==> src/logic/pio_port_pkg.sv <==
package pio_port_pkg;

  // bus widths
  localparam int ADDR_W = 15;
  localparam int DATA_W = 8;

  // settle time that the host sees between strobe and valid data
  localparam int CLK_PERIOD_NS = 10;
  localparam int SETTLE_NS     = 20;
  // least time: round up, never under one cycle
  localparam int SETTLE_RAW    = (SETTLE_NS + CLK_PERIOD_NS - 1) / CLK_PERIOD_NS;
  localparam int SETTLE_CYCLES = (SETTLE_RAW < 1) ? 1 : SETTLE_RAW;
  localparam int TIMER_W       = 4;
  localparam logic [TIMER_W-1:0] SETTLE_COUNT = TIMER_W'(SETTLE_CYCLES);
  localparam logic [TIMER_W-1:0] TIMER_RESET  = 4'h0;

  // synchroniser layout: style, cs_n, latch, read/ds, write/dir, addr, data
  localparam int SYNC_W   = 5 + ADDR_W + DATA_W;
  localparam int POS_DATA = 0;
  localparam int POS_ADDR = DATA_W;
  localparam int POS_WR   = DATA_W + ADDR_W;
  localparam int POS_RD   = POS_WR + 1;
  localparam int POS_ALE  = POS_WR + 2;
  localparam int POS_CS   = POS_WR + 3;
  localparam int POS_STY  = POS_WR + 4;
  // idle pin levels: cs, read and write strobes high; latch and style low
  localparam logic [SYNC_W-1:0] SYNC_RESET = 28'h5800000;

  // values after reset
  localparam logic [ADDR_W-1:0] ADDR_RESET = 15'h0000;
  localparam logic [DATA_W-1:0] DATA_RESET = 8'h00;
  localparam logic              ACK_IDLE   = 1'b1;
  localparam logic              STYLE_SEP  = 1'b0;

  // access sequencer states
  typedef enum logic [2:0] {
    ST_IDLE      = 3'b000,
    ST_RD_SETTLE = 3'b001,
    ST_RD_VALID  = 3'b010,
    ST_WR_HOLD   = 3'b011,
    ST_WR_SETTLE = 3'b100,
    ST_WR_ACK    = 3'b101
  } pio_state_t;

endpackage

==> src/logic/async_host_pio_port.sv <==
`timescale 1ns/1ps
// host parallel port: pins on one side, register strobes on the other
module async_host_pio_port (
  input  wire logic                              clk,
  input  wire logic                              rst,
  input  wire logic                              bus_style_select,
  input  wire logic                              chip_select_n,
  input  wire logic                              addr_latch_strobe,
  input  wire logic                              read_or_data_strobe,
  input  wire logic                              write_strobe_or_direction,
  input  wire logic [pio_port_pkg::ADDR_W-1:0]   addr_pin,
  input  wire logic [pio_port_pkg::DATA_W-1:0]   data_pin_in,
  output logic      [pio_port_pkg::DATA_W-1:0]   data_pin_out,
  output logic                                   data_pin_oe_n,
  output logic                                   transfer_ack_out,
  output logic      [pio_port_pkg::ADDR_W-1:0]   reg_addr,
  output logic                                   reg_rd_en,
  input  wire logic [pio_port_pkg::DATA_W-1:0]   reg_rd_data,
  output logic                                   reg_wr_en,
  output logic      [pio_port_pkg::DATA_W-1:0]   reg_wr_data
);

  // synchronised pin picture
  logic [pio_port_pkg::SYNC_W-1:0] sync_in;     // raw pins in sync order
  logic [pio_port_pkg::SYNC_W-1:0] sync_out;    // filtered pins
  logic                            style_s;     // high: data-strobe style
  logic                            cs_n_s;      // chip select, active low
  logic                            ale_s;       // address latch strobe
  logic                            rd_s;        // read strobe or data strobe
  logic                            wr_s;        // write strobe or direction
  logic [pio_port_pkg::ADDR_W-1:0] addr_s;      // address, same delay as strobes
  logic [pio_port_pkg::DATA_W-1:0] din_s;       // write data, same delay

  // previous strobe levels for edge detection
  logic ale_p_d, ale_p_q;
  logic rd_p_d,  rd_p_q;
  logic wr_p_d,  wr_p_q;
  logic ale_fall, ale_rise, rd_fall, rd_rise, wr_fall, wr_rise;
  logic selected;                               // chip select seen low

  // sequencer state
  pio_port_pkg::pio_state_t        state_d, state_q;
  logic                            mode_d, mode_q;        // style held for the access
  logic [pio_port_pkg::ADDR_W-1:0] addr_d, addr_q;        // latched address
  logic [pio_port_pkg::DATA_W-1:0] dout_d, dout_q;        // read data on the pins
  logic                            oe_n_d, oe_n_q;        // data bus drive, low drives
  logic                            ack_d, ack_q;          // ready / acknowledge pin
  logic                            rd_en_d, rd_en_q;      // read side-effect pulse
  logic                            wr_en_d, wr_en_q;      // write commit pulse
  logic [pio_port_pkg::DATA_W-1:0] wdat_d, wdat_q;        // committed byte
  logic                            settle_start;          // starts the settle timer
  logic                            settle_done;           // settle time over

  // address and data travel the same chain as the strobes so they stay aligned
  assign sync_in = {bus_style_select, chip_select_n, addr_latch_strobe,
                    read_or_data_strobe, write_strobe_or_direction, addr_pin, data_pin_in};

  pin_sync u_sync (
    .clk     (clk),
    .rst     (rst),
    .pin_in  (sync_in),
    .pin_out (sync_out)
  );

  // unpack the filtered picture
  assign style_s = sync_out[pio_port_pkg::POS_STY];
  assign cs_n_s  = sync_out[pio_port_pkg::POS_CS];
  assign ale_s   = sync_out[pio_port_pkg::POS_ALE];
  assign rd_s    = sync_out[pio_port_pkg::POS_RD];
  assign wr_s    = sync_out[pio_port_pkg::POS_WR];
  assign addr_s  = sync_out[pio_port_pkg::POS_ADDR +: pio_port_pkg::ADDR_W];
  assign din_s   = sync_out[pio_port_pkg::POS_DATA +: pio_port_pkg::DATA_W];

  // edges only from synchronised levels
  assign ale_fall = ale_p_q & ~ale_s;
  assign ale_rise = ~ale_p_q & ale_s;
  assign rd_fall  = rd_p_q & ~rd_s;
  assign rd_rise  = ~rd_p_q & rd_s;
  assign wr_fall  = wr_p_q & ~wr_s;
  assign wr_rise  = ~wr_p_q & wr_s;
  assign selected = ~cs_n_s;

  settle_timer u_timer (
    .clk   (clk),
    .rst   (rst),
    .start (settle_start),
    .done  (settle_done)
  );

  // next-state logic; one access at a time, no burst
  always_comb begin
    state_d      = state_q;
    mode_d       = mode_q;
    addr_d       = addr_q;
    dout_d       = dout_q;
    wdat_d       = wdat_q;
    rd_en_d      = 1'b0;
    wr_en_d      = 1'b0;
    settle_start = 1'b0;
    ale_p_d      = ale_s;
    rd_p_d       = rd_s;
    wr_p_d       = wr_s;
    // address latch works in any state so a new address can follow at once
    if (selected && !style_s && ale_fall) begin
      addr_d = addr_s;
    end else if (selected && style_s && ale_rise) begin
      addr_d = addr_s;
    end
    case (state_q)
      pio_port_pkg::ST_IDLE: begin
        mode_d = style_s;
        if (selected && !style_s && rd_fall) begin
          // separate style read: drive bus, hold ready low
          state_d      = pio_port_pkg::ST_RD_SETTLE;
          rd_en_d      = 1'b1;
          settle_start = 1'b1;
        end else if (selected && !style_s && wr_fall) begin
          state_d = pio_port_pkg::ST_WR_HOLD;
        end else if (selected && style_s && rd_fall && wr_s) begin
          state_d      = pio_port_pkg::ST_RD_SETTLE;
          rd_en_d      = 1'b1;
          settle_start = 1'b1;
        end else if (selected && style_s && rd_fall && !wr_s) begin
          state_d      = pio_port_pkg::ST_WR_SETTLE;
          settle_start = 1'b1;
        end
      end
      pio_port_pkg::ST_RD_SETTLE: begin
        if (rd_rise) begin
          // host gave up early: just release the bus
          state_d = pio_port_pkg::ST_IDLE;
        end else if (settle_done) begin
          dout_d  = reg_rd_data;
          state_d = pio_port_pkg::ST_RD_VALID;
        end
      end
      pio_port_pkg::ST_RD_VALID: begin
        // host waits for ready or acknowledge before this edge
        if (rd_rise) begin
          state_d = pio_port_pkg::ST_IDLE;
        end
      end
      pio_port_pkg::ST_WR_HOLD: begin
        if (wr_rise) begin
          wdat_d  = din_s;
          wr_en_d = 1'b1;
          state_d = pio_port_pkg::ST_IDLE;
        end
      end
      pio_port_pkg::ST_WR_SETTLE: begin
        if (rd_rise) begin
          // strobe ended before acknowledge: still take the byte
          wdat_d  = din_s;
          wr_en_d = 1'b1;
          state_d = pio_port_pkg::ST_IDLE;
        end else if (settle_done) begin
          state_d = pio_port_pkg::ST_WR_ACK;
        end
      end
      pio_port_pkg::ST_WR_ACK: begin
        if (rd_rise) begin
          wdat_d  = din_s;
          wr_en_d = 1'b1;
          state_d = pio_port_pkg::ST_IDLE;
        end
      end
      default: begin
        state_d = pio_port_pkg::ST_IDLE;
      end
    endcase
    // pin drive follows the next state so pins and state change together
    oe_n_d = !((state_d == pio_port_pkg::ST_RD_SETTLE) ||
               (state_d == pio_port_pkg::ST_RD_VALID));
    if (mode_d) begin
      // data-strobe style: acknowledge is active low
      ack_d = !((state_d == pio_port_pkg::ST_RD_VALID) ||
                (state_d == pio_port_pkg::ST_WR_ACK));
    end else begin
      // separate style: ready low means not yet valid
      ack_d = (state_d != pio_port_pkg::ST_RD_SETTLE);
    end
  end

  // registers only
  always_ff @(posedge clk) begin
    if (rst) begin
      state_q <= pio_port_pkg::ST_IDLE;
      mode_q  <= pio_port_pkg::STYLE_SEP;
      addr_q  <= pio_port_pkg::ADDR_RESET;
      dout_q  <= pio_port_pkg::DATA_RESET;
      wdat_q  <= pio_port_pkg::DATA_RESET;
      oe_n_q  <= 1'b1;
      ack_q   <= pio_port_pkg::ACK_IDLE;
      rd_en_q <= 1'b0;
      wr_en_q <= 1'b0;
      // previous levels match the synchroniser's reset picture, so no false edge follows reset
      ale_p_q <= pio_port_pkg::SYNC_RESET[pio_port_pkg::POS_ALE];
      rd_p_q  <= pio_port_pkg::SYNC_RESET[pio_port_pkg::POS_RD];
      wr_p_q  <= pio_port_pkg::SYNC_RESET[pio_port_pkg::POS_WR];
    end else begin
      state_q <= state_d;
      mode_q  <= mode_d;
      addr_q  <= addr_d;
      dout_q  <= dout_d;
      wdat_q  <= wdat_d;
      oe_n_q  <= oe_n_d;
      ack_q   <= ack_d;
      rd_en_q <= rd_en_d;
      wr_en_q <= wr_en_d;
      ale_p_q <= ale_p_d;
      rd_p_q  <= rd_p_d;
      wr_p_q  <= wr_p_d;
    end
  end

  // all outputs straight from flip-flops
  assign data_pin_out     = dout_q;
  assign data_pin_oe_n    = oe_n_q;
  assign transfer_ack_out = ack_q;
  assign reg_addr         = addr_q;
  assign reg_rd_en        = rd_en_q;
  assign reg_wr_en        = wr_en_q;
  assign reg_wr_data      = wdat_q;
endmodule

==> src/logic/pin_sync.sv <==
`timescale 1ns/1ps
// three-stage synchroniser with agreement filter per bit
module pin_sync (
  input  wire logic                              clk,
  input  wire logic                              rst,
  input  wire logic [pio_port_pkg::SYNC_W-1:0]   pin_in,
  output logic      [pio_port_pkg::SYNC_W-1:0]   pin_out
);

  logic [pio_port_pkg::SYNC_W-1:0] s1_q, s2_q, s3_q;   // metastability chain
  logic [pio_port_pkg::SYNC_W-1:0] out_d, out_q;        // filtered level

  // a bit moves only once stages two and three agree
  genvar i;
  generate
    for (i = 0; i < pio_port_pkg::SYNC_W; i++) begin : g_bit
      always_comb begin
        out_d[i] = (s2_q[i] == s3_q[i]) ? s3_q[i] : out_q[i];
      end
    end
  endgenerate

  // s1 feeds only s2
  always_ff @(posedge clk) begin
    if (rst) begin
      s1_q  <= pio_port_pkg::SYNC_RESET;
      s2_q  <= pio_port_pkg::SYNC_RESET;
      s3_q  <= pio_port_pkg::SYNC_RESET;
      out_q <= pio_port_pkg::SYNC_RESET;
    end else begin
      s1_q  <= pin_in;
      s2_q  <= s1_q;
      s3_q  <= s2_q;
      out_q <= out_d;
    end
  end

  assign pin_out = out_q;

endmodule

==> src/logic/settle_timer.sv <==
`timescale 1ns/1ps
// counts the data settle time; done pulses when it runs out
module settle_timer (
  input  wire logic clk,
  input  wire logic rst,
  input  wire logic start,
  output logic      done
);

  logic [pio_port_pkg::TIMER_W-1:0] count_d, count_q;   // cycles left

  // restart wins over a running count
  always_comb begin
    if (start) begin
      count_d = pio_port_pkg::SETTLE_COUNT;
    end else if (count_q != pio_port_pkg::TIMER_RESET) begin
      count_d = count_q - 4'h1;
    end else begin
      count_d = count_q;
    end
  end

  always_ff @(posedge clk) begin
    if (rst) begin
      count_q <= pio_port_pkg::TIMER_RESET;
    end else begin
      count_q <= count_d;
    end
  end

  // a start in the last cycle cancels the pulse
  assign done = (count_q == 4'h1) && !start;

endmodule

==> config.mk <==
export PLATFORM = sky130hd
export DESIGN_NAME = async_host_pio_port
export DESIGN_NICKNAME = d
export VERILOG_FILES = /design/src/logic/pio_port_pkg.sv /design/src/logic/async_host_pio_port.sv /design/src/logic/pin_sync.sv /design/src/logic/settle_timer.sv
export SDC_FILE = /design/constraint.sdc
export NUM_CORES = 1
export LEC_CHECK = 0
export BUFFER_PORTS_ARGS = -buffer_cell sky130_fd_sc_hd__buf_2
export CAP_MARGIN = 15
export CORE_ASPECT_RATIO = 0.5
export CORE_MARGIN = 2
export CORE_UTILIZATION = 30
export CTS_BUF_LIST = sky130_fd_sc_hd__clkbuf_8
export DETAILED_ROUTE_END_ITERATION = 10
export HOLD_SLACK_MARGIN = 0.12
export SETUP_SLACK_MARGIN = 0.3
export SLEW_MARGIN = 20
export SYNTH_ARGS = -nofsm -noshare
export SYNTH_HDL_FRONTEND = slang
export SYNTH_SLANG_ARGS = --single-unit
==> constraint.sdc <==
create_clock -name clk -period 1.7 [get_ports clk]
set_input_delay 0.34 -clock clk [delete_from_list [all_inputs] [get_ports clk]]
set_output_delay 0.34 -clock clk [all_outputs]
set_load 0.02 [all_outputs]
==> impl_metrics.tcl <==
set metrics [dict create \
    syn_inst 468 \
    dieArea_um2 17790 \
    tns_ns 0 \
    startpoint_type "register" \
    max-cap-violations 0 \
    required_ns 2.06 \
    finClkSkew_ns 0.008363 \
    netlist-cell-type-count 42 \
    ys_seq_area_share_pct 63.22 \
    crit_type "register to register" \
    cts_tree "built" \
    hpwlAfterDp_mm 5.443 \
    arrival_ns 2.02 \
    r2r_slack_ns 0.04 \
    cp-startpoint "u_timer.count_q[2]" \
    outcome "complete, no violations" \
    die_h_um 95.32 \
    final_common_cell "dfxtp_1" \
    power_density_nw_per_um2 1062 \
    setup_viol 0 \
    synth_area_leader_cell "dfxtp_1" \
    drv_slew 0 \
    reg2reg_depth 5 \
    ys_seq_elements 158 \
    final_area_um2 6689 \
    max_slew_margin_pct 67.92 \
    synth_area_leaders "dfxtp_1, nor2b_1, mux2i_1" \
    num_vias 3501 \
    clock_tree.root_cell "clkbuf_8" \
    p_leak_nw 2.621 \
    cp_max_fo 3 \
    r2r_start "u_timer.count_q[2]" \
    cts_sinks 158 \
    grt_pass1_vias 3209 \
    cp_top_family "simple AND/OR/NAND/NOR gates" \
    ir_worst_vdd_mv 0.3723 \
    antenna_found_initial 0 \
    ant_nets 0 \
    finalHoldViolations 0 \
    path_cells "or4b_4, a2111oi_4, a311oi_2, and2_4, a31oi_2" \
    die_w_um 186.6 \
    grtUsageTotal_pct 10.48 \
    crit_cells 5 \
    tightest_slew_ns 0.4812 \
    cp-end-kind "register" \
    synth_top_cell_area_share_pct 63.22 \
    synth_fp_nets 506 \
    r2r-end "transfer_ack_out" \
    wl_per_cell_um 10.92 \
    fill_cells 1606 \
    rsz0062_at_grt "true" \
    max_freq_mhz 602.2 \
    setup_slack_ns 0.03941 \
    htreeDepth 4 \
    coreArea_um2 16350 \
    synth_warnings 0 \
    rows 33 \
    first_pass_iters 4 \
    avgSynthCellArea_um2 10.69 \
    min_path_type "input pin to register" \
    clockBufferDepth 2 \
    placed_cell_area_um2 5738 \
    drive_above_1_share_pct 25.08 \
    fin_crit_ns 1.661 \
    worst-path-buf-inv 0 \
    drc 0 \
    start_util_pct 30.60 \
    syn-cell-area_um2 5004 \
    grt_max_degree 51 \
    cts_made_buffers 17 \
    vias_per_cell 4.203 \
    syn_to_final_growth_pct 33.68 \
    utilization_pct 40.91 \
    cpPeakStageDelay_ns 0.54 \
    drt_wl_total_mm 9.100 \
    clk_pin_slew_worst_paths_ns 0.08 \
    gr-total-overflow 0 \
    cpMaxStageDelayCell "or4b_4" \
    final_min_period_over_clock_period_pct 97.68 \
    crit_end "transfer_ack_out" \
    ios 73 \
    dp_slack_ns -0.02093 \
    diodes 0 \
    gp_congestion 0.7545 \
    drt_iter0_drc 151 \
    grt_first_pass_wirelength_mm 14.75 \
    clock_latency_ns 0.43 \
    port_buffers 72 \
    final_cell_mix "dfxtp_1, nor2b_1, buf_2" \
    final_nets 632 \
]
power by group:
| group | switching, mW | internal, mW | leakage [nW] | total [mW] |
|---|---|---|---|---|
| Combinational | 0.0941 | 0.136 | 1.11 | 0.230 |
| Sequential | 0.0268 | 3.78 | 1.29 | 3.80 |
| Clock | 1.31 | 1.76 | 0.219 | 3.07 |
| Total | 1.43 | 5.67 | 2.62 | 7.10 |
timing repair:
| action | CTS | global route |
|---|---|---|
| setup endpoints to repair | 21 | 38 |
| buffers inserted | 7 | 0 |
| resized for setup | 17 | 10 |
| pin swaps | 8 | 6 |
| gates cloned | 1 | 0 |
| hold buffers | 33 | 0 |
| endpoints found under the hold margin | 33 | 0 |
how the worst min path moves through the flow:
stage	startpoint	endpoint	slack (ns)	depth (start not counted)
after global routing	data_pin_in[7]	u_sync.s1_q[7]	0.15	2
after global placement	u_sync.s1_q[24]	u_sync.s2_q[24]	0.39	1
after detailed placement	u_sync.s1_q[23]	u_sync.s2_q[23]	0.39	1
after floorplan	u_sync.s1_q[23]	u_sync.s2_q[23]	0.38	1
final	data_pin_in[7]	u_sync.s1_q[7]	0.15	2
after CTS	data_pin_in[7]	u_sync.s1_q[7]	0.12	2
synth_stat cells:
master     count
a211oi_1       1
nand3_1        1
nand2_2        1
nand3b_1       2
a31oi_2        1
buf_1          4
and2_4         1
nor2b_1       80
a21oi_2        1
a2111oi_4      1
o21ai_0       30
or4b_4         1
nor2_2         1
buf_4          1
a311oi_1       1
xnor2_1        1
mux2i_1       33
o311ai_1       1
nor4_1         2
inv_2          1
o21ai_1        1
nor2_1        41
a211o_1        1
clkbuf_1      13
a22o_2         1
and2b_1        1
nor3_1         4
nand2_1       27
nor3b_1        1
buf_2          2
or4_4          1
or2_1         11
nor4b_1        1
o31ai_1        1
and3_1         1
a21oi_1       28
a22o_1         1
nand2b_1       5
and2_1         2
xor2_1         1
a31oi_1        1
dfxtp_1      158
worst reg2reg max path: stages, from the launching register on:
cell       delay, ns
dfxtp_2         0.33
or4b_4          0.54
a2111oi_4       0.37
a311oi_2        0.08
and2_4          0.16
a31oi_2         0.11
sequential cells by signal (all words and copies together) (netlist names):
signal            flops
ale_p_q               1
data_pin_oe_n         1
data_pin_out          8
mode_q                1
rd_p_q                1
reg_addr             15
reg_rd_en             1
reg_wr_data           8
reg_wr_en             1
state_q               3
transfer_ack_out      1
u_sync.pin_out       28
u_sync.s1_q          28
u_sync.s2_q          28
u_sync.s3_q          28
u_timer.count_q       4
wr_p_q                1
per-stage QoR:
| step | total power, mW | hold slack (ns) | std cells |
|---|---|---|---|
| finish | 7.103 | 0.1513 | 833 |
| global route | 7.398 | 0.1532 | 833 |
| CTS | 7.232 | 0.1200 | 833 |
| detailed placement | 4.069 | 0.3919 | 761 |
| global placement | 4.065 | 0.3914 | 761 |
| floorplan | 3.991 | 0.3832 | 468 |
layer usage:
metal  wire length (um)  up-vias  global-route usage (%)
li1                   -     1802                       -
met1               4227     1638                   12.11
met2               4404       39                   17.75
met3                232       22                   2.724
met4                237        0                   6.680
met5                  0        -                       0
cell families after synthesis:
| group | count (synthesis) | synth area share [%] |
|---|---|---|
| and+or+nand+nor | 184 | 19.93 |
| DFF | 158 | 63.22 |
| AOI/OAI and AO/OA | 70 | 8.202 |
| muxes | 33 | 6.602 |
| buffers and inverters | 21 | 1.700 |
| xor gates and xnor gates | 2 | 0.3502 |
final cells by class:
| class | instances | area, um2 | share of cell area, % |
|---|---|---|---|
| clock buffer | 18 | 247.7 | 3.704 |
| multi-input combinational | 290 | 1872 | 27.98 |
| clock inverter | 13 | 197.7 | 2.955 |
| timing repair buffer | 126 | 908.4 | 13.58 |
| inverter | 1 | 3.754 | 0.05612 |
| tap | 227 | 284.0 | 4.246 |
| sequential | 158 | 3176 | 47.47 |
(Power assumes the default switching activity.)
